`src/logic/tmcap_regs.vh`:
```
`ifndef TMCAP_REGS_VH
`define TMCAP_REGS_VH
// Register byte offsets
`define TMCAP_CTRL_OFS      12'h000
`define TMCAP_PRESC_OFS     12'h004
`define TMCAP_CCCTRL_OFS    12'h008
`define TMCAP_EDGE_OFS      12'h00C
`define TMCAP_CMP0_OFS      12'h010
`define TMCAP_CMP1_OFS      12'h014
`define TMCAP_COUNT_OFS     12'h018
`define TMCAP_STAT_OFS      12'h01C
`define TMCAP_MASK_OFS      12'h020
`define TMCAP_SMPSEL_OFS    12'h024
// Control register fields
`define TMCAP_CTRL_CE_BIT   0
`define TMCAP_CTRL_SRC_BIT  1
// Capture/compare control fields
`define TMCAP_CC_CAP_BIT    0
`define TMCAP_CC_CLR_BIT    1
`define TMCAP_CC_CLR0_BIT   2
// Status / mask fields
`define TMCAP_ST_CMP0_BIT   0
`define TMCAP_ST_CMP1_BIT   1
`define TMCAP_ST_CAP_BIT    2
// Edge modes
`define TMCAP_EDGE_NONE     2'h0
`define TMCAP_EDGE_RISE     2'h1
`define TMCAP_EDGE_FALL     2'h2
`define TMCAP_EDGE_BOTH     2'h3
// Reset values
`define TMCAP_PRESC_RST     4'h0
`define TMCAP_CMP_RST       8'hFF
// Minimum stable level, in sampling clocks
`define TMCAP_MIN_LEVEL     3
`endif

```
`src/logic/tmcap_edge_filter.v`:
```
`timescale 1ns/100ps
`include "tmcap_regs.vh"
// Capture pin sampler: a level counts only after three equal samples
module tmcap_edge_filter (
   input  wire       pclk,
   input  wire       presetn,
   input  wire       smp_tick,
   input  wire       pin_in,
   input  wire [1:0] edge_mode,
   output reg        edge_pulse
);
   reg       level_reg;
   reg       sync_reg;
   reg [1:0] run_reg;
   wire      candidate;

   assign candidate = (sync_reg != level_reg);

   // Stable-level qualification on sampling ticks
   always @(posedge pclk or negedge presetn) begin
      if (!presetn) begin
         level_reg  <= 1'b0;
         sync_reg   <= 1'b0;
         run_reg    <= 2'h0;
         edge_pulse <= 1'b0;
      end else begin
         edge_pulse <= 1'b0;
         if (smp_tick) begin
            sync_reg <= pin_in;
            if (!candidate) begin
               run_reg <= 2'h0;
            end else if (run_reg == `TMCAP_MIN_LEVEL - 1) begin
               run_reg   <= 2'h0;
               level_reg <= sync_reg;
               case (edge_mode)
                  `TMCAP_EDGE_RISE: edge_pulse <= sync_reg;
                  `TMCAP_EDGE_FALL: edge_pulse <= ~sync_reg;
                  `TMCAP_EDGE_BOTH: edge_pulse <= 1'b1;
                  default:          edge_pulse <= 1'b0;
               endcase
            end else begin
               run_reg <= run_reg + 2'h1;
            end
         end
      end
   end
endmodule // tmcap_edge_filter

```
`src/logic/tmcap_timer.v`:
```
`timescale 1ns/100ps
`include "tmcap_regs.vh"
module tmcap_timer #(
   parameter CW = 8
) (
   input  wire        pclk,
   input  wire        presetn,
   input  wire        psel,
   input  wire        penable,
   input  wire        pwrite,
   input  wire [11:0] paddr,
   input  wire [31:0] pwdata,
   output reg  [31:0] prdata,
   output reg         pready,
   output reg         pslverr,
   input  wire        capture_edge_pin,
   output reg         irq
);
   // Software-visible registers
   reg          count_enable_bit_reg;
   reg          cc_source_reg;
   reg [3:0]    prescaler_mode_reg;
   reg [2:0]    capture_compare_ctrl_reg;
   reg [1:0]    edge_mode_reg;
   reg [1:0]    sampling_clock_select_reg;
   reg [CW-1:0] compare_value_0_reg;
   reg [CW-1:0] capture_compare_value_reg;
   reg [CW-1:0] timer_count_reg;
   reg [2:0]    status_reg;
   reg [2:0]    mask_reg;
   // Internal state
   reg [10:0]   presc_reg;
   reg [7:0]    smp_div_reg;
   reg          clr_pend_reg;
   reg          irq_next;
   reg [31:0]   rdata_next;
   reg [2:0]    set_ev;
   reg          count_tick;
   reg          smp_tick;
   wire         cap_edge;
   wire         wr_acc;
   wire         rd_acc;
   wire         cap_mode;
   wire         wr_cmp0;
   wire         wr_cmp1;
   wire [CW-1:0] count_inc;
   wire         match0;
   wire         match1;

   // Divider tap for a prescaler code: 0 -> /8 up to 8 -> /2048
   function tap_hit;
      input [10:0] cnt;
      input [3:0]  sel;
      reg   [10:0] mask;
      begin
         mask    = (11'h008 << sel) - 11'h001;
         tap_hit = ((cnt & mask) == mask);
      end
   endfunction

   assign wr_acc   = psel & penable & pwrite;
   assign rd_acc   = psel & penable & ~pwrite;
   assign cap_mode = capture_compare_ctrl_reg[`TMCAP_CC_CAP_BIT];
   assign wr_cmp0  = wr_acc & (paddr == `TMCAP_CMP0_OFS);
   assign wr_cmp1  = wr_acc & (paddr == `TMCAP_CMP1_OFS) & ~cap_mode;
   assign count_inc = timer_count_reg + {{(CW-1){1'b0}}, 1'b1};

   // Compare only against the incremented value, never on a write
   // Increment-only match
   assign match0 = count_tick & ~wr_cmp0 &
                   (count_inc == compare_value_0_reg);
   assign match1 = count_tick & ~wr_cmp1 & ~cap_mode &
                   (count_inc == capture_compare_value_reg);

   // Prescaler and sampling-clock ticks, free running
   always @* begin
      count_tick = count_enable_bit_reg &
                   tap_hit(presc_reg, prescaler_mode_reg);
      case (sampling_clock_select_reg)
         2'h0:    smp_tick = 1'b1;
         2'h1:    smp_tick = (smp_div_reg[5:0] == 6'h3F);
         2'h2:    smp_tick = (smp_div_reg[6:0] == 7'h7F);
         default: smp_tick = (smp_div_reg == 8'hFF);
      endcase
   end

   always @(posedge pclk or negedge presetn) begin
      if (!presetn) begin
         presc_reg   <= 11'h000;
         smp_div_reg <= 8'h00;
      end else begin
         presc_reg   <= presc_reg + 11'h001;
         smp_div_reg <= smp_div_reg + 8'h01;
      end
   end

   tmcap_edge_filter u_filter (
      .pclk       (pclk),
      .presetn    (presetn),
      .smp_tick   (smp_tick),
      .pin_in     (capture_edge_pin),
      .edge_mode  (edge_mode_reg),
      .edge_pulse (cap_edge)
   );

   // Event collection for the status register
   always @* begin
      set_ev = 3'h0;
      set_ev[`TMCAP_ST_CMP0_BIT] = match0;
      set_ev[`TMCAP_ST_CMP1_BIT] = match1;
      set_ev[`TMCAP_ST_CAP_BIT]  = cap_edge & cap_mode;
   end

   // Counter, capture and control registers
   always @(posedge pclk or negedge presetn) begin
      if (!presetn) begin
         count_enable_bit_reg      <= 1'b0;
         cc_source_reg             <= 1'b0;
         prescaler_mode_reg        <= `TMCAP_PRESC_RST;
         capture_compare_ctrl_reg  <= 3'h0;
         edge_mode_reg             <= `TMCAP_EDGE_NONE;
         sampling_clock_select_reg <= 2'h0;
         compare_value_0_reg       <= `TMCAP_CMP_RST;
         capture_compare_value_reg <= `TMCAP_CMP_RST;
         timer_count_reg           <= {CW{1'b0}};
         clr_pend_reg              <= 1'b0;
      end else begin
         // Count path; start waits for the next prescaler tap
         // First tap latency
         if (!count_enable_bit_reg) begin
            timer_count_reg <= {CW{1'b0}};
            clr_pend_reg    <= 1'b0;
         end else if (count_tick) begin
            // Clear on match
            // Count rests on the compare value one tick: n+1 ticks
            if (clr_pend_reg || (!cap_mode &&
                capture_compare_ctrl_reg[`TMCAP_CC_CLR_BIT] &&
                timer_count_reg == capture_compare_value_reg)
                || (capture_compare_ctrl_reg[`TMCAP_CC_CLR0_BIT] &&
                    timer_count_reg == compare_value_0_reg)) begin
               timer_count_reg <= {CW{1'b0}};
               clr_pend_reg    <= 1'b0;
            end else begin
               timer_count_reg <= count_inc;
            end
         end
         if (cap_edge && cap_mode) begin
            capture_compare_value_reg <= timer_count_reg;
            if (capture_compare_ctrl_reg[`TMCAP_CC_CLR_BIT])
               clr_pend_reg <= count_enable_bit_reg;
         end
         if (wr_acc) begin
            case (paddr)
               `TMCAP_CTRL_OFS: begin
                  count_enable_bit_reg <= pwdata[`TMCAP_CTRL_CE_BIT];
                  if (!count_enable_bit_reg)
                     timer_count_reg <= {CW{1'b0}};
                  cc_source_reg <= pwdata[`TMCAP_CTRL_SRC_BIT];
               end
               `TMCAP_PRESC_OFS:  prescaler_mode_reg <= pwdata[3:0];
               `TMCAP_CCCTRL_OFS:
                  capture_compare_ctrl_reg <= pwdata[2:0];
               `TMCAP_EDGE_OFS:   edge_mode_reg <= pwdata[1:0];
               `TMCAP_SMPSEL_OFS:
                  sampling_clock_select_reg <= pwdata[1:0];
               `TMCAP_CMP0_OFS:   compare_value_0_reg <= pwdata[CW-1:0];
               `TMCAP_CMP1_OFS: begin
                  if (!cap_mode)
                     capture_compare_value_reg <= pwdata[CW-1:0];
               end
               default: ;
            endcase
         end
      end
   end

   // Sticky status, set wins over write-one-to-clear
   // Sticky request flags
   always @(posedge pclk or negedge presetn) begin
      if (!presetn) begin
         status_reg <= 3'h0;
         mask_reg   <= 3'h0;
         irq        <= 1'b0;
      end else begin
         if (wr_acc && paddr == `TMCAP_STAT_OFS)
            status_reg <= (status_reg & ~pwdata[2:0]) | set_ev;
         else
            status_reg <= status_reg | set_ev;
         if (wr_acc && paddr == `TMCAP_MASK_OFS)
            mask_reg <= pwdata[2:0];
         irq <= irq_next;
      end
   end

   always @* begin
      irq_next = |(status_reg & mask_reg);
   end

   // Read mux
   always @* begin
      rdata_next = 32'h00000000;
      case (paddr)
         `TMCAP_CTRL_OFS:
            rdata_next[1:0] = {cc_source_reg, count_enable_bit_reg};
         `TMCAP_PRESC_OFS:  rdata_next[3:0] = prescaler_mode_reg;
         `TMCAP_CCCTRL_OFS: rdata_next[2:0] = capture_compare_ctrl_reg;
         `TMCAP_EDGE_OFS:   rdata_next[1:0] = edge_mode_reg;
         `TMCAP_SMPSEL_OFS: rdata_next[1:0] = sampling_clock_select_reg;
         `TMCAP_CMP0_OFS:   rdata_next[CW-1:0] = compare_value_0_reg;
         `TMCAP_CMP1_OFS:   rdata_next[CW-1:0] = capture_compare_value_reg;
         `TMCAP_COUNT_OFS:  rdata_next[CW-1:0] = timer_count_reg;
         `TMCAP_STAT_OFS:   rdata_next[2:0] = status_reg;
         `TMCAP_MASK_OFS:   rdata_next[2:0] = mask_reg;
         default:           rdata_next = 32'h00000000;
      endcase
   end

   // APB answer: zero wait states, error on unmapped address
   always @(posedge pclk or negedge presetn) begin
      if (!presetn) begin
         prdata  <= 32'h00000000;
         pready  <= 1'b0;
         pslverr <= 1'b0;
      end else begin
         pready  <= psel & ~penable;
         pslverr <= psel & ~penable & (paddr > `TMCAP_SMPSEL_OFS ||
                    paddr[1:0] != 2'h0);
         if (psel && !penable)
            prdata <= rdata_next;
      end
   end
endmodule // tmcap_timer

```
`config.mk`:
```
export PLATFORM = sky130hd
export DESIGN_NAME = tmcap_timer
export DESIGN_NICKNAME = d
export VERILOG_FILES = /design/src/logic/tmcap_edge_filter.v /design/src/logic/tmcap_timer.v
export VERILOG_INCLUDE_DIRS = /design/src /design/src/logic
export SDC_FILE = /design/constraint.sdc
export NUM_CORES = 1
export LEC_CHECK = 0
export ABC_AREA = 1
export BUFFER_PORTS_ARGS = -buffer_cell sky130_fd_sc_hd__buf_2
export CAP_MARGIN = 5
export CORE_MARGIN = 10
export CORE_UTILIZATION = 40
export DETAILED_ROUTE_END_ITERATION = 10
export GPL_TIMING_DRIVEN = 0
export PLACE_DENSITY = 0.68
export REMOVE_ABC_BUFFERS = 1
export SKIP_CTS_REPAIR_TIMING = 1
export SLEW_MARGIN = 20
export SYNTH_ARGS = -nofsm -noshare
export SYNTH_HDL_FRONTEND = slang
export SYNTH_SLANG_ARGS = --single-unit
```
`constraint.sdc`:
```
create_clock -name pclk -period 2.2 [get_ports pclk]
set_input_delay 0.22 -clock pclk [delete_from_list [all_inputs] [get_ports pclk]]
set_output_delay 0.22 -clock pclk [all_outputs]
set_load 0.005 [all_outputs]
```
Word-level counts from Yosys, hierarchy flattened

Cells that the tools add are included.

Bits in registers: 79
Latch bits: 0
RAM bits: 0
ROM bits: 0
Input port bits: 50
Output and inout bits: 35
Logic and storage cells: 128
Memories kept: 0

Add/sub/neg operators: 5
Multipliers: 0
Div/mod/pow operators: 0
$lt $le $gt $ge: 1
Equality and inequality tests: 24
Shift-type cells: 1
Mux-type cells: 27
Bitwise logic cells: 25
Reductions and logical operators: 23

Operator list:

| kind                                                                              | count |
|---|---|
| 8-bit two-way mux                                                                 | 10 |
| 12-bit by 5-bit == test with 1-bit output (second input constant)                 | 4 |
| 8-bit == test                                                                     | 4 |
| 12-bit by 4-bit == test with 1-bit output (second input constant)                 | 2 |
| 12-bit by 6-bit == test with 1-bit output (second input constant)                 | 2 |
| 2-bit case mux with 10 select lines                                               | 1 |
| 8-bit by 1-bit adder with 8-bit output (second input constant)                    | 2 |
| 1-bit AND                                                                         | 14 |
| 12-bit by 3-bit == test with 1-bit output (second input constant)                 | 1 |
| 12-bit by 6-bit greater-than comparator with 1-bit output (second input constant) | 1 |
| 12-bit zero test                                                                  | 1 |
| 4-bit case mux with 3 select lines                                                | 1 |
| 2-bit AND reduction                                                               | 6 |
| 11-bit by 1-bit adder with 11-bit output (second input constant)                  | 1 |
| 11-bit AND                                                                        | 1 |
| 11-bit == test                                                                    | 1 |
| 4-bit by 4-bit << shifter with 11-bit output (first input constant)               | 1 |
| 11-bit by 1-bit subtractor with 11-bit output (second input constant)             | 1 |
| 2-bit == test (second input constant)                                             | 4 |
| 8-bit == test (second input constant)                                             | 1 |
| 1-bit two-way mux                                                                 | 8 |
| 7-bit == test (second input constant)                                             | 1 |
| 1-bit logical AND                                                                 | 7 |
| 1-bit case mux with 7 select lines                                                | 1 |
| other kinds (18)                                                                  | 30 |

Depth between registers and ports, before layout

Gate-level depths: netlist (run 1).

Word-level depth: 11
Depth in mapped cells: 13
Mapped depth without buffers: 12

Cells and area by module

A second synthesis (run 1) with hierarchy kept.

Cells, all modules: 697
Area, all modules: 5112.4 um^2

Modules (own cells, without submodules):

| module            | instances | cells each | area an instance (um^2) | sequential area each (um^2) |
|---|---|---|---|---|
| tmcap_timer       | 1         | 670        | 4892.2                  | 1871.8 |
| tmcap_edge_filter | 1         | 27         | 220.2                   | 125.1 |

Worst setup path after synthesis (run 1)

Ideal clock, no wire load.

Kind: register to register
From: register prescaler_mode_reg[1]
To: register timer_count_reg[0]
Setup time: 0.115 ns
Arrival: 1.697 ns
Required time: 2.085 ns
Setup slack: 0.387 ns
Cell stages (with the launch flop): 12
Path buffers: 1
Period minus slack after synthesis: 1.813 ns
Path through: dfrtp_1 nor2_2 nand2_1 ha_1 o21ai_0 nor2_1 nand3_1 nor2_4 nand2_4 buf_6 nor2_1 nor2_1

Cells in the longest elaborated chain, start to end: 10

RTL lines:

| element                                         | RTL line          | source |
|---|---|---|
| from (decl)                                     | tmcap_timer.v:22  | `reg [3:0] prescaler_mode_reg;` |
| from (signal assigned)                          | tmcap_timer.v:119 | `` prescaler_mode_reg <= `TMCAP_PRESC_RST; `` |
| from (signal assigned)                          | tmcap_timer.v:160 | `` `TMCAP_PRESC_OFS: prescaler_mode_reg <= pwdata[3:0]; `` |
| 4-bit by 4-bit << shifter with 11-bit output *  | tmcap_timer.v:56  | `mask = (11'h008 << sel) - 11'h001;` |
| 11-bit by 1-bit subtractor with 11-bit output * | tmcap_timer.v:56  |  |
| 11-bit AND                                      | tmcap_timer.v:57  | `tap_hit = ((cnt & mask) == mask);` |
| 11-bit == test *                                | tmcap_timer.v:57  |  |
| 1-bit AND *                                     | tmcap_timer.v:77  | `count_tick = count_enable_bit_reg &` |
| 8-bit two-way mux *                             | tmcap_timer.v:133 | `end else if (count_tick) begin` |
| 8-bit two-way mux *                             | tmcap_timer.v:130 | `if (!count_enable_bit_reg) begin` |
| 8-bit two-way mux                               | tmcap_timer.v:156 | `if (!count_enable_bit_reg)` |
| 8-bit two-way mux                               | tmcap_timer.v:153 | `case (paddr)` |
| 8-bit two-way mux *                             | tmcap_timer.v:152 | `if (wr_acc) begin` |
| to (signal assigned)                            | tmcap_timer.v:131 | `timer_count_reg <= {CW{1'b0}};` |
| to (signal assigned)                            | tmcap_timer.v:141 | `timer_count_reg <= {CW{1'b0}};` |
| to (signal assigned)                            | tmcap_timer.v:157 | `timer_count_reg <= {CW{1'b0}};` |
| to (decl)                                       | tmcap_timer.v:28  | `reg [CW-1:0] timer_count_reg;` |

Every way passes the cells marked *; elsewhere a longest branch is shown, timed or not.
A chain may end at the register's enable or synchronous reset.

Worst setup path after layout (run 1)

From: register prescaler_mode_reg[1]
To: register timer_count_reg[2]

Same word-level chain as after synthesis.

==> run_summary.xml, run 1 <==
<?xml version="1.0" encoding="UTF-8"?>
<metrics>
  <group name="outcome">
    <metric name="run_status" unit="">completed</metric>
  </group>
  <group name="critical_path">
    <metric name="cp.required" unit="ns">2.47</metric>
    <metric name="crit-reg2reg-launch" unit="">prescaler_mode_reg[1]$_DFFE_PN0P_</metric>
    <metric name="critical-path-max-stage-delay" unit="ns">0.48</metric>
    <metric name="arrival" unit="ns">2.28</metric>
    <metric name="reg2reg_depth" unit="">11</metric>
    <metric name="critical_path_peak_fanout" unit="">17</metric>
    <metric name="critical_path_class" unit="">flop to flop</metric>
    <metric name="critical_path_startpoint_category" unit="">flop</metric>
    <metric name="crit_path_top_delay_cell" unit="">sky130_fd_sc_hd__dfrtp_2</metric>
    <metric name="crit-reg2reg-capture" unit="">timer_count_reg[2]$_DFF_PN0_</metric>
    <metric name="setup.worst_path.end_class" unit="">flop</metric>
    <metric name="worst-r2r-setup-slack" unit="ns">0.19</metric>
    <metric name="cp_common_cell" unit="">sky130_fd_sc_hd__nand2_1</metric>
    <metric name="timing.critical_path.cells" unit="">nor2_4 &gt; nand2_1 &gt; ha_1 &gt; o21ai_0 &gt; nor2_1 &gt; nand3_1 &gt; nor2_4 &gt; nand2_4 &gt; nand2_1 &gt; nand2_1 &gt; nor2_1</metric>
  </group>
  <group name="clock_tree">
    <metric name="number_of_cts_inserted_buffers" unit="">9</metric>
    <metric name="path_clk_slew" unit="ns">0.06</metric>
    <metric name="h-tree-depth" unit="">3</metric>
    <metric name="clk_path_buf_depth" unit="">2</metric>
    <metric name="numClockSinks" unit="">79</metric>
    <metric name="clock_tree_root" unit="">sky130_fd_sc_hd__clkbuf_16</metric>
    <metric name="clk-insertion-delay-late" unit="ns">0.35</metric>
    <metric name="tritoncts" unit="">built</metric>
  </group>
  <group name="yosys">
    <metric name="number_of_synthesized_flops_with_an_enable_pin" unit="">0</metric>
    <metric name="synthesis.area" unit="sq um">4940</metric>
    <metric name="netlist-cell-type-count" unit="">38</metric>
    <metric name="synth_seq_cells" unit="">79</metric>
    <metric name="synth_async_sr_flop_share" unit="%">100</metric>
    <metric name="portion_of_the_post_synthesis_area_used_by_sequential_elements" unit="%">40.4</metric>
    <metric name="ys_warn_count" unit="">0</metric>
    <metric name="synth-main-ff-cell" unit="">sky130_fd_sc_hd__dfrtp_1</metric>
    <metric name="synth_largest_area_cell" unit="">sky130_fd_sc_hd__dfrtp_1</metric>
    <metric name="syn-mean-instance-area" unit="sq um">7.33</metric>
    <metric name="netlist_top_cells_count" unit="">sky130_fd_sc_hd__nand2_1, sky130_fd_sc_hd__nor2_1, sky130_fd_sc_hd__inv_1</metric>
    <metric name="synthTopCellsByArea" unit="">sky130_fd_sc_hd__dfrtp_1, sky130_fd_sc_hd__nand2_1, sky130_fd_sc_hd__dfstp_2</metric>
    <metric name="post_synth_inst_count" unit="">674</metric>
    <metric name="most_repeated_cell_in_the_gate_level_netlist_after_synthesis" unit="">sky130_fd_sc_hd__nand2_1</metric>
    <metric name="synth.top_cell.area_share" unit="%">31.9</metric>
  </group>
  <group name="finish">
    <metric name="antennaDiodeCount" unit="">0</metric>
    <metric name="postLayoutCoreUtil" unit="%">45.8</metric>
    <metric name="finish.net_count" unit="">765</metric>
    <metric name="multi_input_area" unit="sq um">2450</metric>
    <metric name="design_area" unit="sq um">5520</metric>
    <metric name="number_of_flip_flops_in_the_largest_register" unit="">11</metric>
    <metric name="nFillCells" unit="">1219</metric>
    <metric name="sequential_cell_area" unit="sq um">2000</metric>
    <metric name="drive_above_1_share" unit="%">14.5</metric>
    <metric name="area_growth_from_synthesis_to_layout" unit="%">11.9</metric>
    <metric name="layout.cells.non_filler" unit="">884</metric>
  </group>
  <group name="pwr">
    <metric name="power_density" unit="nW/um^2">599</metric>
    <metric name="vdd_drop_max" unit="mV">0.364</metric>
    <metric name="power_leakage" unit="nW">2.75</metric>
    <metric name="power.share.sequential" unit="%">45.3</metric>
    <metric name="comb_power_share" unit="%">5.4</metric>
    <metric name="internal_cell_power" unit="mW">2.54</metric>
    <metric name="post_layout_power" unit="mW">3.31</metric>
    <metric name="power.switching" unit="mW">0.773</metric>
    <metric name="part_of_the_total_power_dissipated_in_the_clock_network" unit="%">49.3</metric>
    <metric name="power_switching_share" unit="%">23.4</metric>
  </group>
  <group name="sta">
    <metric name="drv_slew" unit="">0</metric>
    <metric name="hold_slack" unit="ns">0.0811</metric>
    <metric name="finalSetupViolations" unit="">0</metric>
    <metric name="timing.final.crit_period" unit="ns">2.01</metric>
    <metric name="tns" unit="ns">0</metric>
    <metric name="min_period_over_period" unit="%">91.4</metric>
    <metric name="total_count_of_hold_check_failures_in_the_final_report" unit="">0</metric>
    <metric name="fin_ws" unit="ns">0.189</metric>
    <metric name="finClkSkew" unit="ns">0.00925</metric>
    <metric name="max_freq" unit="GHz">0.497</metric>
    <metric name="worst-slew-pin-transition" unit="ns">0.755</metric>
    <metric name="max_slew_margin" unit="%">49.6</metric>
  </group>
  <group name="hold_path">
    <metric name="hp-class" unit="">input port to flop</metric>
    <metric name="timing.hold.worst.start" unit="">penable</metric>
    <metric name="hold_path_depth" unit="">2</metric>
    <metric name="holdPathEnd" unit="">pready$_DFF_PN0_</metric>
  </group>
  <group name="global_route">
    <metric name="grt_antenna_before_repair" unit="">0</metric>
    <metric name="largest_net_degree_at_the_start_of_global_routing" unit="">58</metric>
    <metric name="grt_remaining_overflow" unit="">0</metric>
    <metric name="number_of_global_route_vias_before_repair" unit="">3982</metric>
    <metric name="gr-usage-all-layers" unit="%">14.1</metric>
    <metric name="grt_pass1_wl" unit="mm">20.2</metric>
  </group>
  <group name="routing">
    <metric name="drt-wirelength-per-cell" unit="um">13.7</metric>
    <metric name="route.vias.total" unit="">4221</metric>
    <metric name="drt-vias-per-instance" unit="">4.77</metric>
    <metric name="route.antenna.remaining_nets" unit="">0</metric>
    <metric name="post-route-drc-count" unit="">0</metric>
    <metric name="drt_pass1_iterations" unit="">5</metric>
    <metric name="drt-initial-drc-count" unit="">441</metric>
    <metric name="wl" unit="mm">12.1</metric>
  </group>
  <group name="floorplanning">
    <metric name="std_cell_rows" unit="">40</metric>
    <metric name="core_area" unit="sq um">12100</metric>
    <metric name="io_pins" unit="">85</metric>
    <metric name="dieHeight" unit="um">131</metric>
    <metric name="initial_utilization" unit="%">40.9</metric>
    <metric name="die_area" unit="sq um">17200</metric>
    <metric name="die_outline_width" unit="um">131</metric>
  </group>
  <group name="placement">
    <metric name="placement.cell_area" unit="sq um">5180</metric>
    <metric name="placed_cells" unit="">867</metric>
    <metric name="detailed_place_hpwl" unit="mm">8.87</metric>
    <metric name="place.port_buffers" unit="">36</metric>
    <metric name="gp_congestion" unit="">0.926</metric>
    <metric name="dp_slack" unit="ns">-0.0910</metric>
  </group>
  <group name="job">
    <metric name="cap_violations" unit="">0</metric>
  </group>
</metrics>
worst max path at each step:
stage / cells after the start / endpoint / startpoint / slack (ns)
detailed placement: 9 / status_reg[0]$_DFF_PN0_ / paddr[6] / -0.09
floorplan: 11 / timer_count_reg[0]$_DFF_PN0_ / prescaler_mode_reg[1]$_DFFE_PN0P_ / 0.46
finish: 11 / timer_count_reg[2]$_DFF_PN0_ / prescaler_mode_reg[1]$_DFFE_PN0P_ / 0.19
global route: 11 / timer_count_reg[2]$_DFF_PN0_ / prescaler_mode_reg[0]$_DFFE_PN0P_ / -0.002
CTS: 11 / timer_count_reg[2]$_DFF_PN0_ / prescaler_mode_reg[1]$_DFFE_PN0P_ / 0.12
global placement: 9 / status_reg[0]$_DFF_PN0_ / paddr[6] / -0.07
placed cells by master (no fill, tap or decap), types with 16 or more instances in the layout:
| cell type | Yosys | routed |
|---|---|---|
| sky130_fd_sc_hd__buf_2 | 4 | 35 |
| sky130_fd_sc_hd__conb_1 | 1 | 24 |
| sky130_fd_sc_hd__dfrtp_1 | 63 | 61 |
| sky130_fd_sc_hd__dfstp_2 | 16 | 16 |
| sky130_fd_sc_hd__inv_1 | 80 | 80 |
| sky130_fd_sc_hd__nand2_1 | 188 | 188 |
| sky130_fd_sc_hd__nand3_1 | 59 | 59 |
| sky130_fd_sc_hd__nor2_1 | 81 | 81 |
| sky130_fd_sc_hd__o21ai_0 | 42 | 42 |
| sky130_fd_sc_hd__xor2_1 | 17 | 17 |
metal layers:
| metal | routed length (um) | vias to the layer above | track usage (%) |
|---|---|---|---|
| li1 | - | 2165 | - |
| met1 | 5620 | 1906 | 18.5 |
| met2 | 5200 | 132 | 20.7 |
| met3 | 1090 | 18 | 4.88 |
| met4 | 238 | 0 | 5.44 |
| met5 | 0 | - | 0 |
worst max-delay path, delay by kind of cell (launching register included):
family,cells,cell delay (ns)
AOI/OAI and AO/OA,1,0.08
adders and majority gates,1,0.28
DFF,1,0.48
and+or+nand+nor,9,1.09
cell families (layout without fill, tap and decap cells):
group | count (synthesis) | after routing | synth area share [%]
AOI/OAI and AO/OA | 70 | 70 | 8.08
and+or+nand+nor | 374 | 374 | 33.7
DFF | 79 | 79 | 40.4
other | 1 | 24 | 0.0760
adders and majority gates | 4 | 4 | 1.01
xor gates and xnor gates | 22 | 22 | 3.90
muxes | 4 | 4 | 1.06
buffers and inverters | 120 | 139 | 11.7
power groups by stage:
stage,combinational (mW),sequential [mW],clock (mW)
finish,0.179,1.50,1.63
global route,0.209,1.50,1.72
CTS,0.180,1.50,1.66
detailed placement,0.180,1.52,0
global placement,0.170,1.52,0
floorplan,0.0931,1.52,0
area by class of cell:
| class | count | area share (%) |
|---|---|---|
| Clock buffer | 9 | 4.08 |
| Timing Repair Buffer | 38 | 3.99 |
| Multi-Input combinational cell | 498 | 44.4 |
| Clock inverter | 7 | 1.74 |
| Tap cell | 168 | 3.81 |
| Sequential cell | 79 | 36.2 |
| Inverter | 85 | 5.78 |
Note: power is estimated with default switching activity, not from simulation.
==> run 2: changes to the inputs <==
- TNS_END_PERCENT: not set -> 10
- clock period: 2.2 -> 2.6 ns (I/O delays scaled with it)
==> run_summary.xml, run 2 (synthesis gave the netlist of run 1 again) <==
<?xml version="1.0" encoding="UTF-8"?>
<metrics>
  <group name="sta">
    <metric name="drv_slew" unit="">0</metric>
    <metric name="total_count_of_hold_check_failures_in_the_final_report" unit="">0</metric>
    <metric name="timing.final.crit_period" unit="ns">2.07</metric>
    <metric name="finalSetupViolations" unit="">0</metric>
    <metric name="max_slew_margin" unit="%">49.6</metric>
    <metric name="finClkSkew" unit="ns">0.00900</metric>
    <metric name="tns" unit="ns">0</metric>
    <metric name="max_freq" unit="GHz">0.483</metric>
    <metric name="grt_setup_unrepaired" unit="">no</metric>
    <metric name="fin_ws" unit="ns">0.528</metric>
    <metric name="min_period_over_period" unit="%">79.7</metric>
    <metric name="worst-slew-pin-transition" unit="ns">0.754</metric>
  </group>
  <group name="critical_path">
    <metric name="setup.worst_path.end_class" unit="">flop</metric>
    <metric name="critical_path_peak_fanout" unit="">17</metric>
    <metric name="timing.critical_path.cells" unit="">nor2_2 &gt; nand2_1 &gt; ha_1 &gt; o21ai_0 &gt; nor2_1 &gt; nand3_1 &gt; nor2_4 &gt; nand2_4 &gt; nand2_1 &gt; nand2_1 &gt; nor2_1</metric>
    <metric name="worst-r2r-setup-slack" unit="ns">0.53</metric>
    <metric name="critical-path-top-delay-family" unit="">simple AND/OR/NAND/NOR gates</metric>
    <metric name="arrival" unit="ns">2.35</metric>
    <metric name="critical_path_startpoint_category" unit="">flop</metric>
    <metric name="critical-path-max-stage-delay" unit="ns">0.48</metric>
    <metric name="crit_path_top_delay_cell" unit="">sky130_fd_sc_hd__dfrtp_1</metric>
    <metric name="crit-reg2reg-launch" unit="">prescaler_mode_reg[1]$_DFFE_PN0P_</metric>
    <metric name="critical_path_class" unit="">flop to flop</metric>
    <metric name="cp.required" unit="ns">2.87</metric>
    <metric name="cp.buffers_inverters" unit="">0</metric>
    <metric name="crit-reg2reg-capture" unit="">timer_count_reg[2]$_DFF_PN0_</metric>
    <metric name="reg2reg_depth" unit="">11</metric>
    <metric name="cp_common_cell" unit="">sky130_fd_sc_hd__nand2_1</metric>
  </group>
  <group name="finish">
    <metric name="number_of_flip_flops_in_the_largest_register" unit="">11</metric>
    <metric name="nFillCells" unit="">1217</metric>
    <metric name="finish.net_count" unit="">765</metric>
    <metric name="multi_input_area" unit="sq um">2450</metric>
    <metric name="area_growth_from_synthesis_to_layout" unit="%">11.7</metric>
    <metric name="sequential_cell_area" unit="sq um">2000</metric>
    <metric name="layout.cells.most_common" unit="">sky130_fd_sc_hd__nand2_1</metric>
    <metric name="drive_above_1_share" unit="%">14.2</metric>
    <metric name="mostFrequentLayoutCells" unit="">sky130_fd_sc_hd__nand2_1, sky130_fd_sc_hd__nor2_1, sky130_fd_sc_hd__inv_1, sky130_fd_sc_hd__dfrtp_1, sky130_fd_sc_hd__nand3_1</metric>
    <metric name="antennaDiodeCount" unit="">0</metric>
  </group>
  <group name="global_route">
    <metric name="largest_net_degree_at_the_start_of_global_routing" unit="">58</metric>
    <metric name="grt.met2_usage" unit="%">20.7</metric>
    <metric name="gr-usage-all-layers" unit="%">14.1</metric>
    <metric name="number_of_global_route_vias_before_repair" unit="">3982</metric>
    <metric name="grtUsageMet1" unit="%">18.5</metric>
    <metric name="grt_remaining_overflow" unit="">0</metric>
    <metric name="global_route.peak_usage_layer" unit="">met2</metric>
    <metric name="grtUsageMet3" unit="%">4.88</metric>
    <metric name="grt_pass1_wl" unit="mm">20.2</metric>
    <metric name="grt_antenna_before_repair" unit="">0</metric>
  </group>
  <group name="pwr">
    <metric name="vdd_drop_max" unit="mV">0.308</metric>
    <metric name="power_leakage" unit="nW">2.75</metric>
    <metric name="power_density" unit="nW/um^2">508</metric>
  </group>
  <group name="placement">
    <metric name="gp_congestion" unit="">0.926</metric>
    <metric name="detailed_place_hpwl" unit="mm">8.87</metric>
    <metric name="place.port_buffers" unit="">36</metric>
    <metric name="dp_slack" unit="ns">0.269</metric>
  </group>
  <group name="clock_tree">
    <metric name="clk-insertion-delay-late" unit="ns">0.35</metric>
    <metric name="clk_path_buf_depth" unit="">2</metric>
    <metric name="tritoncts" unit="">built</metric>
    <metric name="h-tree-depth" unit="">3</metric>
    <metric name="path_clk_slew" unit="ns">0.06</metric>
    <metric name="number_of_cts_inserted_buffers" unit="">9</metric>
    <metric name="clock_tree_root" unit="">sky130_fd_sc_hd__clkbuf_16</metric>
    <metric name="numClockSinks" unit="">79</metric>
  </group>
  <group name="floorplanning">
    <metric name="std_cell_rows" unit="">40</metric>
    <metric name="initial_utilization" unit="%">40.9</metric>
    <metric name="io_pins" unit="">85</metric>
    <metric name="die_area" unit="sq um">17200</metric>
    <metric name="die_outline_width" unit="um">131</metric>
    <metric name="dieHeight" unit="um">131</metric>
    <metric name="core_area" unit="sq um">12100</metric>
  </group>
  <group name="routing">
    <metric name="wl" unit="mm">12.1</metric>
    <metric name="post-route-drc-count" unit="">0</metric>
    <metric name="route.antenna.remaining_nets" unit="">0</metric>
    <metric name="drt_pass1_iterations" unit="">5</metric>
    <metric name="drt-vias-per-instance" unit="">4.78</metric>
    <metric name="drt-wirelength-per-cell" unit="um">13.7</metric>
    <metric name="drt-initial-drc-count" unit="">442</metric>
    <metric name="route.vias.total" unit="">4225</metric>
  </group>
  <group name="outcome">
    <metric name="run_status" unit="">completed</metric>
  </group>
  <group name="hold_path">
    <metric name="timing.hold.worst.start" unit="">penable</metric>
    <metric name="hp-class" unit="">input port to flop</metric>
    <metric name="hold_path_depth" unit="">2</metric>
    <metric name="holdPathEnd" unit="">pready$_DFF_PN0_</metric>
  </group>
  <group name="job">
    <metric name="cap_violations" unit="">0</metric>
  </group>
</metrics>
run 2: worst max path at each step:
stage / startpoint / to / slack [ns] / depth (start not counted)
after global routing: prescaler_mode_reg[1]$_DFFE_PN0P_ / timer_count_reg[2]$_DFF_PN0_ / 0.33 / 11
after global placement: paddr[6] / status_reg[0]$_DFF_PN0_ / 0.29 / 9
final: prescaler_mode_reg[1]$_DFFE_PN0P_ / timer_count_reg[2]$_DFF_PN0_ / 0.53 / 11
after detailed placement: paddr[6] / status_reg[0]$_DFF_PN0_ / 0.27 / 9
after CTS: prescaler_mode_reg[1]$_DFFE_PN0P_ / timer_count_reg[2]$_DFF_PN0_ / 0.52 / 11
after floorplan: prescaler_mode_reg[1]$_DFFE_PN0P_ / timer_count_reg[0]$_DFF_PN0_ / 0.86 / 11
run 2: area by class of cell:
class	instances	area share, %
Clock inverter	7	1.75
Clock buffer	9	4.08
Multi-Input combinational cell	498	44.4
Timing Repair Buffer	38	3.99
Sequential cell	79	36.2
Tap cell	168	3.81
Inverter	85	5.78
run 2: metal layers:
layer | vias to the layer above | share of wire (%)
met5 | - | 0
met4 | 0 | 2.0
met3 | 17 | 9.3
met2 | 149 | 43
met1 | 1895 | 46
li1 | 2164 | -
run 2: stage by stage:
step | util [%] | std cells | hold WS (ns) | power (mW) | cell area (sq um)
final | 45.7 | 884 | 0.120 | 2.80 | 5520
after detailed placement | 43.0 | 867 | 0.187 | 1.44 | 5180
after global placement | 42.7 | 866 | 0.443 | 1.43 | 5150
after global routing | 45.7 | 884 | 0.144 | 2.91 | 5520
after CTS | 45.6 | 883 | -0.181 | 2.82 | 5510
after floorplan | - | 662 | -0.0356 | 1.37 | 4760
run 2: power breakdown:
| part | leakage, nW | switching (mW) | internal (mW) |
|---|---|---|---|
| registers | 1.01 | 0.0139 | 1.25 |
| logic | 1.58 | 0.102 | 0.0490 |
| clock network | 0.160 | 0.541 | 0.844 |
run 2: worst reg2reg max path, cell delays in order (launching register included):
cell and delay [ns]:
sky130_fd_sc_hd__dfrtp_1 0.48, sky130_fd_sc_hd__nor2_2 0.20, sky130_fd_sc_hd__nand2_1 0.10, sky130_fd_sc_hd__ha_1 0.28
sky130_fd_sc_hd__o21ai_0 0.08, sky130_fd_sc_hd__nor2_1 0.13, sky130_fd_sc_hd__nand3_1 0.14, sky130_fd_sc_hd__nor2_4 0.14
sky130_fd_sc_hd__nand2_4 0.15, sky130_fd_sc_hd__nand2_1 0.10, sky130_fd_sc_hd__nand2_1 0.05, sky130_fd_sc_hd__nor2_1 0.14
==> run 3: changes to the inputs <==
- clock period: 2.6 -> 2.1 ns (I/O delays scaled with it)
==> run_summary.xml, run 3 (synthesis gave the netlist of run 1 again) <==
<?xml version="1.0" encoding="UTF-8"?>
<metrics>
  <group name="hold_path">
    <metric name="timing.hold.worst.start" unit="">penable</metric>
    <metric name="holdPathEnd" unit="">pready$_DFF_PN0_</metric>
    <metric name="hold_path_depth" unit="">2</metric>
    <metric name="hp-class" unit="">input port to flop</metric>
  </group>
  <group name="finish">
    <metric name="finish.net_count" unit="">770</metric>
    <metric name="design_area" unit="sq um">5580</metric>
    <metric name="postLayoutCoreUtil" unit="%">46.2</metric>
    <metric name="area_growth_from_synthesis_to_layout" unit="%">12.9</metric>
    <metric name="drive_above_1_share" unit="%">15.5</metric>
    <metric name="antennaDiodeCount" unit="">0</metric>
    <metric name="mostFrequentLayoutCells" unit="">sky130_fd_sc_hd__nand2_1, sky130_fd_sc_hd__inv_1, sky130_fd_sc_hd__nor2_1, sky130_fd_sc_hd__dfrtp_1, sky130_fd_sc_hd__nand3_1</metric>
    <metric name="number_of_flip_flops_in_the_largest_register" unit="">11</metric>
    <metric name="layout.cells.most_common" unit="">sky130_fd_sc_hd__nand2_1</metric>
  </group>
  <group name="critical_path">
    <metric name="crit-reg2reg-capture" unit="">timer_count_reg[2]$_DFF_PN0_</metric>
    <metric name="crit-reg2reg-launch" unit="">prescaler_mode_reg[1]$_DFFE_PN0P_</metric>
    <metric name="cp.required" unit="ns">2.38</metric>
    <metric name="critical_path_class" unit="">flop to flop</metric>
    <metric name="arrival" unit="ns">2.29</metric>
    <metric name="worst-r2r-setup-slack" unit="ns">0.09</metric>
    <metric name="critical_path_peak_fanout" unit="">17</metric>
    <metric name="critical_path_startpoint_category" unit="">flop</metric>
    <metric name="setup.worst_path.end_class" unit="">flop</metric>
    <metric name="reg2reg_depth" unit="">11</metric>
  </group>
  <group name="global_route">
    <metric name="largest_net_degree_at_the_start_of_global_routing" unit="">58</metric>
    <metric name="gr-usage-all-layers" unit="%">14.1</metric>
    <metric name="number_of_global_route_vias_before_repair" unit="">3982</metric>
    <metric name="grt_pass1_wl" unit="mm">20.2</metric>
    <metric name="grt_antenna_before_repair" unit="">0</metric>
    <metric name="grt_remaining_overflow" unit="">0</metric>
  </group>
  <group name="clock_tree">
    <metric name="numClockSinks" unit="">79</metric>
    <metric name="tritoncts" unit="">built</metric>
    <metric name="path_clk_slew" unit="ns">0.06</metric>
    <metric name="number_of_cts_inserted_buffers" unit="">9</metric>
    <metric name="clk-insertion-delay-late" unit="ns">0.35</metric>
    <metric name="h-tree-depth" unit="">3</metric>
    <metric name="clock_tree_root" unit="">sky130_fd_sc_hd__clkbuf_16</metric>
    <metric name="clk_path_buf_depth" unit="">2</metric>
  </group>
  <group name="routing">
    <metric name="drt-wirelength-per-cell" unit="um">13.8</metric>
    <metric name="route.antenna.remaining_nets" unit="">0</metric>
    <metric name="post-route-drc-count" unit="">0</metric>
    <metric name="wl" unit="mm">12.3</metric>
    <metric name="drt_pass1_iterations" unit="">5</metric>
    <metric name="drt-vias-per-instance" unit="">4.83</metric>
    <metric name="route.vias.total" unit="">4295</metric>
    <metric name="drt-initial-drc-count" unit="">442</metric>
  </group>
  <group name="sta">
    <metric name="min_period_over_period" unit="%">95.9</metric>
    <metric name="max_freq" unit="GHz">0.497</metric>
    <metric name="hold_slack" unit="ns">0.0693</metric>
    <metric name="total_count_of_hold_check_failures_in_the_final_report" unit="">0</metric>
    <metric name="worst-slew-pin-transition" unit="ns">0.749</metric>
    <metric name="drv_slew" unit="">0</metric>
    <metric name="timing.final.crit_period" unit="ns">2.01</metric>
    <metric name="finClkSkew" unit="ns">0.00860</metric>
    <metric name="grt_setup_unrepaired" unit="">yes</metric>
    <metric name="max_slew_margin" unit="%">50.0</metric>
    <metric name="finalSetupViolations" unit="">0</metric>
  </group>
  <group name="pwr">
    <metric name="power_density" unit="nW/um^2">622</metric>
    <metric name="power_leakage" unit="nW">2.77</metric>
    <metric name="post_layout_power" unit="mW">3.47</metric>
    <metric name="vdd_drop_max" unit="mV">0.385</metric>
  </group>
  <group name="floorplanning">
    <metric name="core_area" unit="sq um">12100</metric>
    <metric name="die_area" unit="sq um">17200</metric>
    <metric name="initial_utilization" unit="%">40.9</metric>
    <metric name="dieHeight" unit="um">131</metric>
    <metric name="std_cell_rows" unit="">40</metric>
    <metric name="die_outline_width" unit="um">131</metric>
    <metric name="io_pins" unit="">85</metric>
  </group>
  <group name="placement">
    <metric name="gp_congestion" unit="">0.926</metric>
    <metric name="place.port_buffers" unit="">36</metric>
    <metric name="detailed_place_hpwl" unit="mm">8.87</metric>
    <metric name="placement.cell_area" unit="sq um">5180</metric>
  </group>
  <group name="job">
    <metric name="cap_violations" unit="">0</metric>
  </group>
  <group name="outcome">
    <metric name="run_status" unit="">completed</metric>
  </group>
</metrics>
-- run 3: cell types whose count changed in the layout (fill, tap and decap cells not counted) --
cell | previous run | this run
sky130_fd_sc_hd__nand2_8 | 0 | 1
sky130_fd_sc_hd__nor2_4 | 3 | 4
sky130_fd_sc_hd__dfrtp_1 | 63 | 60
sky130_fd_sc_hd__nor2_2 | 7 | 8
sky130_fd_sc_hd__nor2_1 | 81 | 79
sky130_fd_sc_hd__buf_4 | 1 | 6
sky130_fd_sc_hd__dfrtp_2 | 0 | 3
sky130_fd_sc_hd__nand2_4 | 3 | 2
-- run 3: routing by layer --
layer  vias up  track usage, %  share of wire (%)
met3        20            4.88                9.2
met1      1935            18.5                 45
met4         0            5.44                2.1
met2       162            20.7                 43
li1       2178               -                  -
met5         -               0                  0
-- run 3: worst max path at each step --
stage | startpoint | to
after global placement | paddr[6] | status_reg[0]$_DFF_PN0_
after floorplan | prescaler_mode_reg[1]$_DFFE_PN0P_ | timer_count_reg[0]$_DFF_PN0_
final | prescaler_mode_reg[1]$_DFFE_PN0P_ | timer_count_reg[2]$_DFF_PN0_
after detailed placement | paddr[6] | status_reg[0]$_DFF_PN0_
after CTS | prescaler_mode_reg[1]$_DFFE_PN0P_ | timer_count_reg[2]$_DFF_PN0_
after global routing | prescaler_mode_reg[1]$_DFFE_PN0P_ | timer_count_reg[2]$_DFF_PN0_
-- run 3: layout make-up --
cell class	count	area [sq um]
clock buffer	9	225
clock inverter	7	96.3
fill	1209	6490
inverter	85	319
multi-input combinational	498	2470
sequential	79	2000
tap	168	210
timing repair buffer	43	258
-- run 3: worst max-delay path: stages, from the launching register on --
cell	delay, ns
sky130_fd_sc_hd__dfrtp_2	0.48
sky130_fd_sc_hd__nor2_4	0.16
sky130_fd_sc_hd__nand2_1	0.09
sky130_fd_sc_hd__ha_1	0.27
sky130_fd_sc_hd__o21ai_0	0.08
sky130_fd_sc_hd__nor2_1	0.14
sky130_fd_sc_hd__nand3_1	0.15
sky130_fd_sc_hd__nor2_4	0.16
sky130_fd_sc_hd__nand2_8	0.12
sky130_fd_sc_hd__nand2_1	0.09
sky130_fd_sc_hd__nand2_1	0.06
sky130_fd_sc_hd__nor2_2	0.13
-- run 3: stage by stage --
| step | setup slack [ns] | TNS, ns | instances |
|---|---|---|---|
| after floorplan | 0.358 | 0 | 662 |
| after global placement | -0.160 | -0.591 | 866 |
| after detailed placement | -0.181 | -0.781 | 867 |
| after CTS | 0.0193 | 0 | 883 |
| after global routing | -0.0517 | -0.0770 | 889 |
| final | 0.0862 | 0 | 889 |
-- run 3: where the power goes --
group	leakage, nW	switching (mW)	internal [mW]
Clock	0.160	0.666	1.04
Sequential	1.00	0.0172	1.55
Combinational	1.61	0.127	0.0609
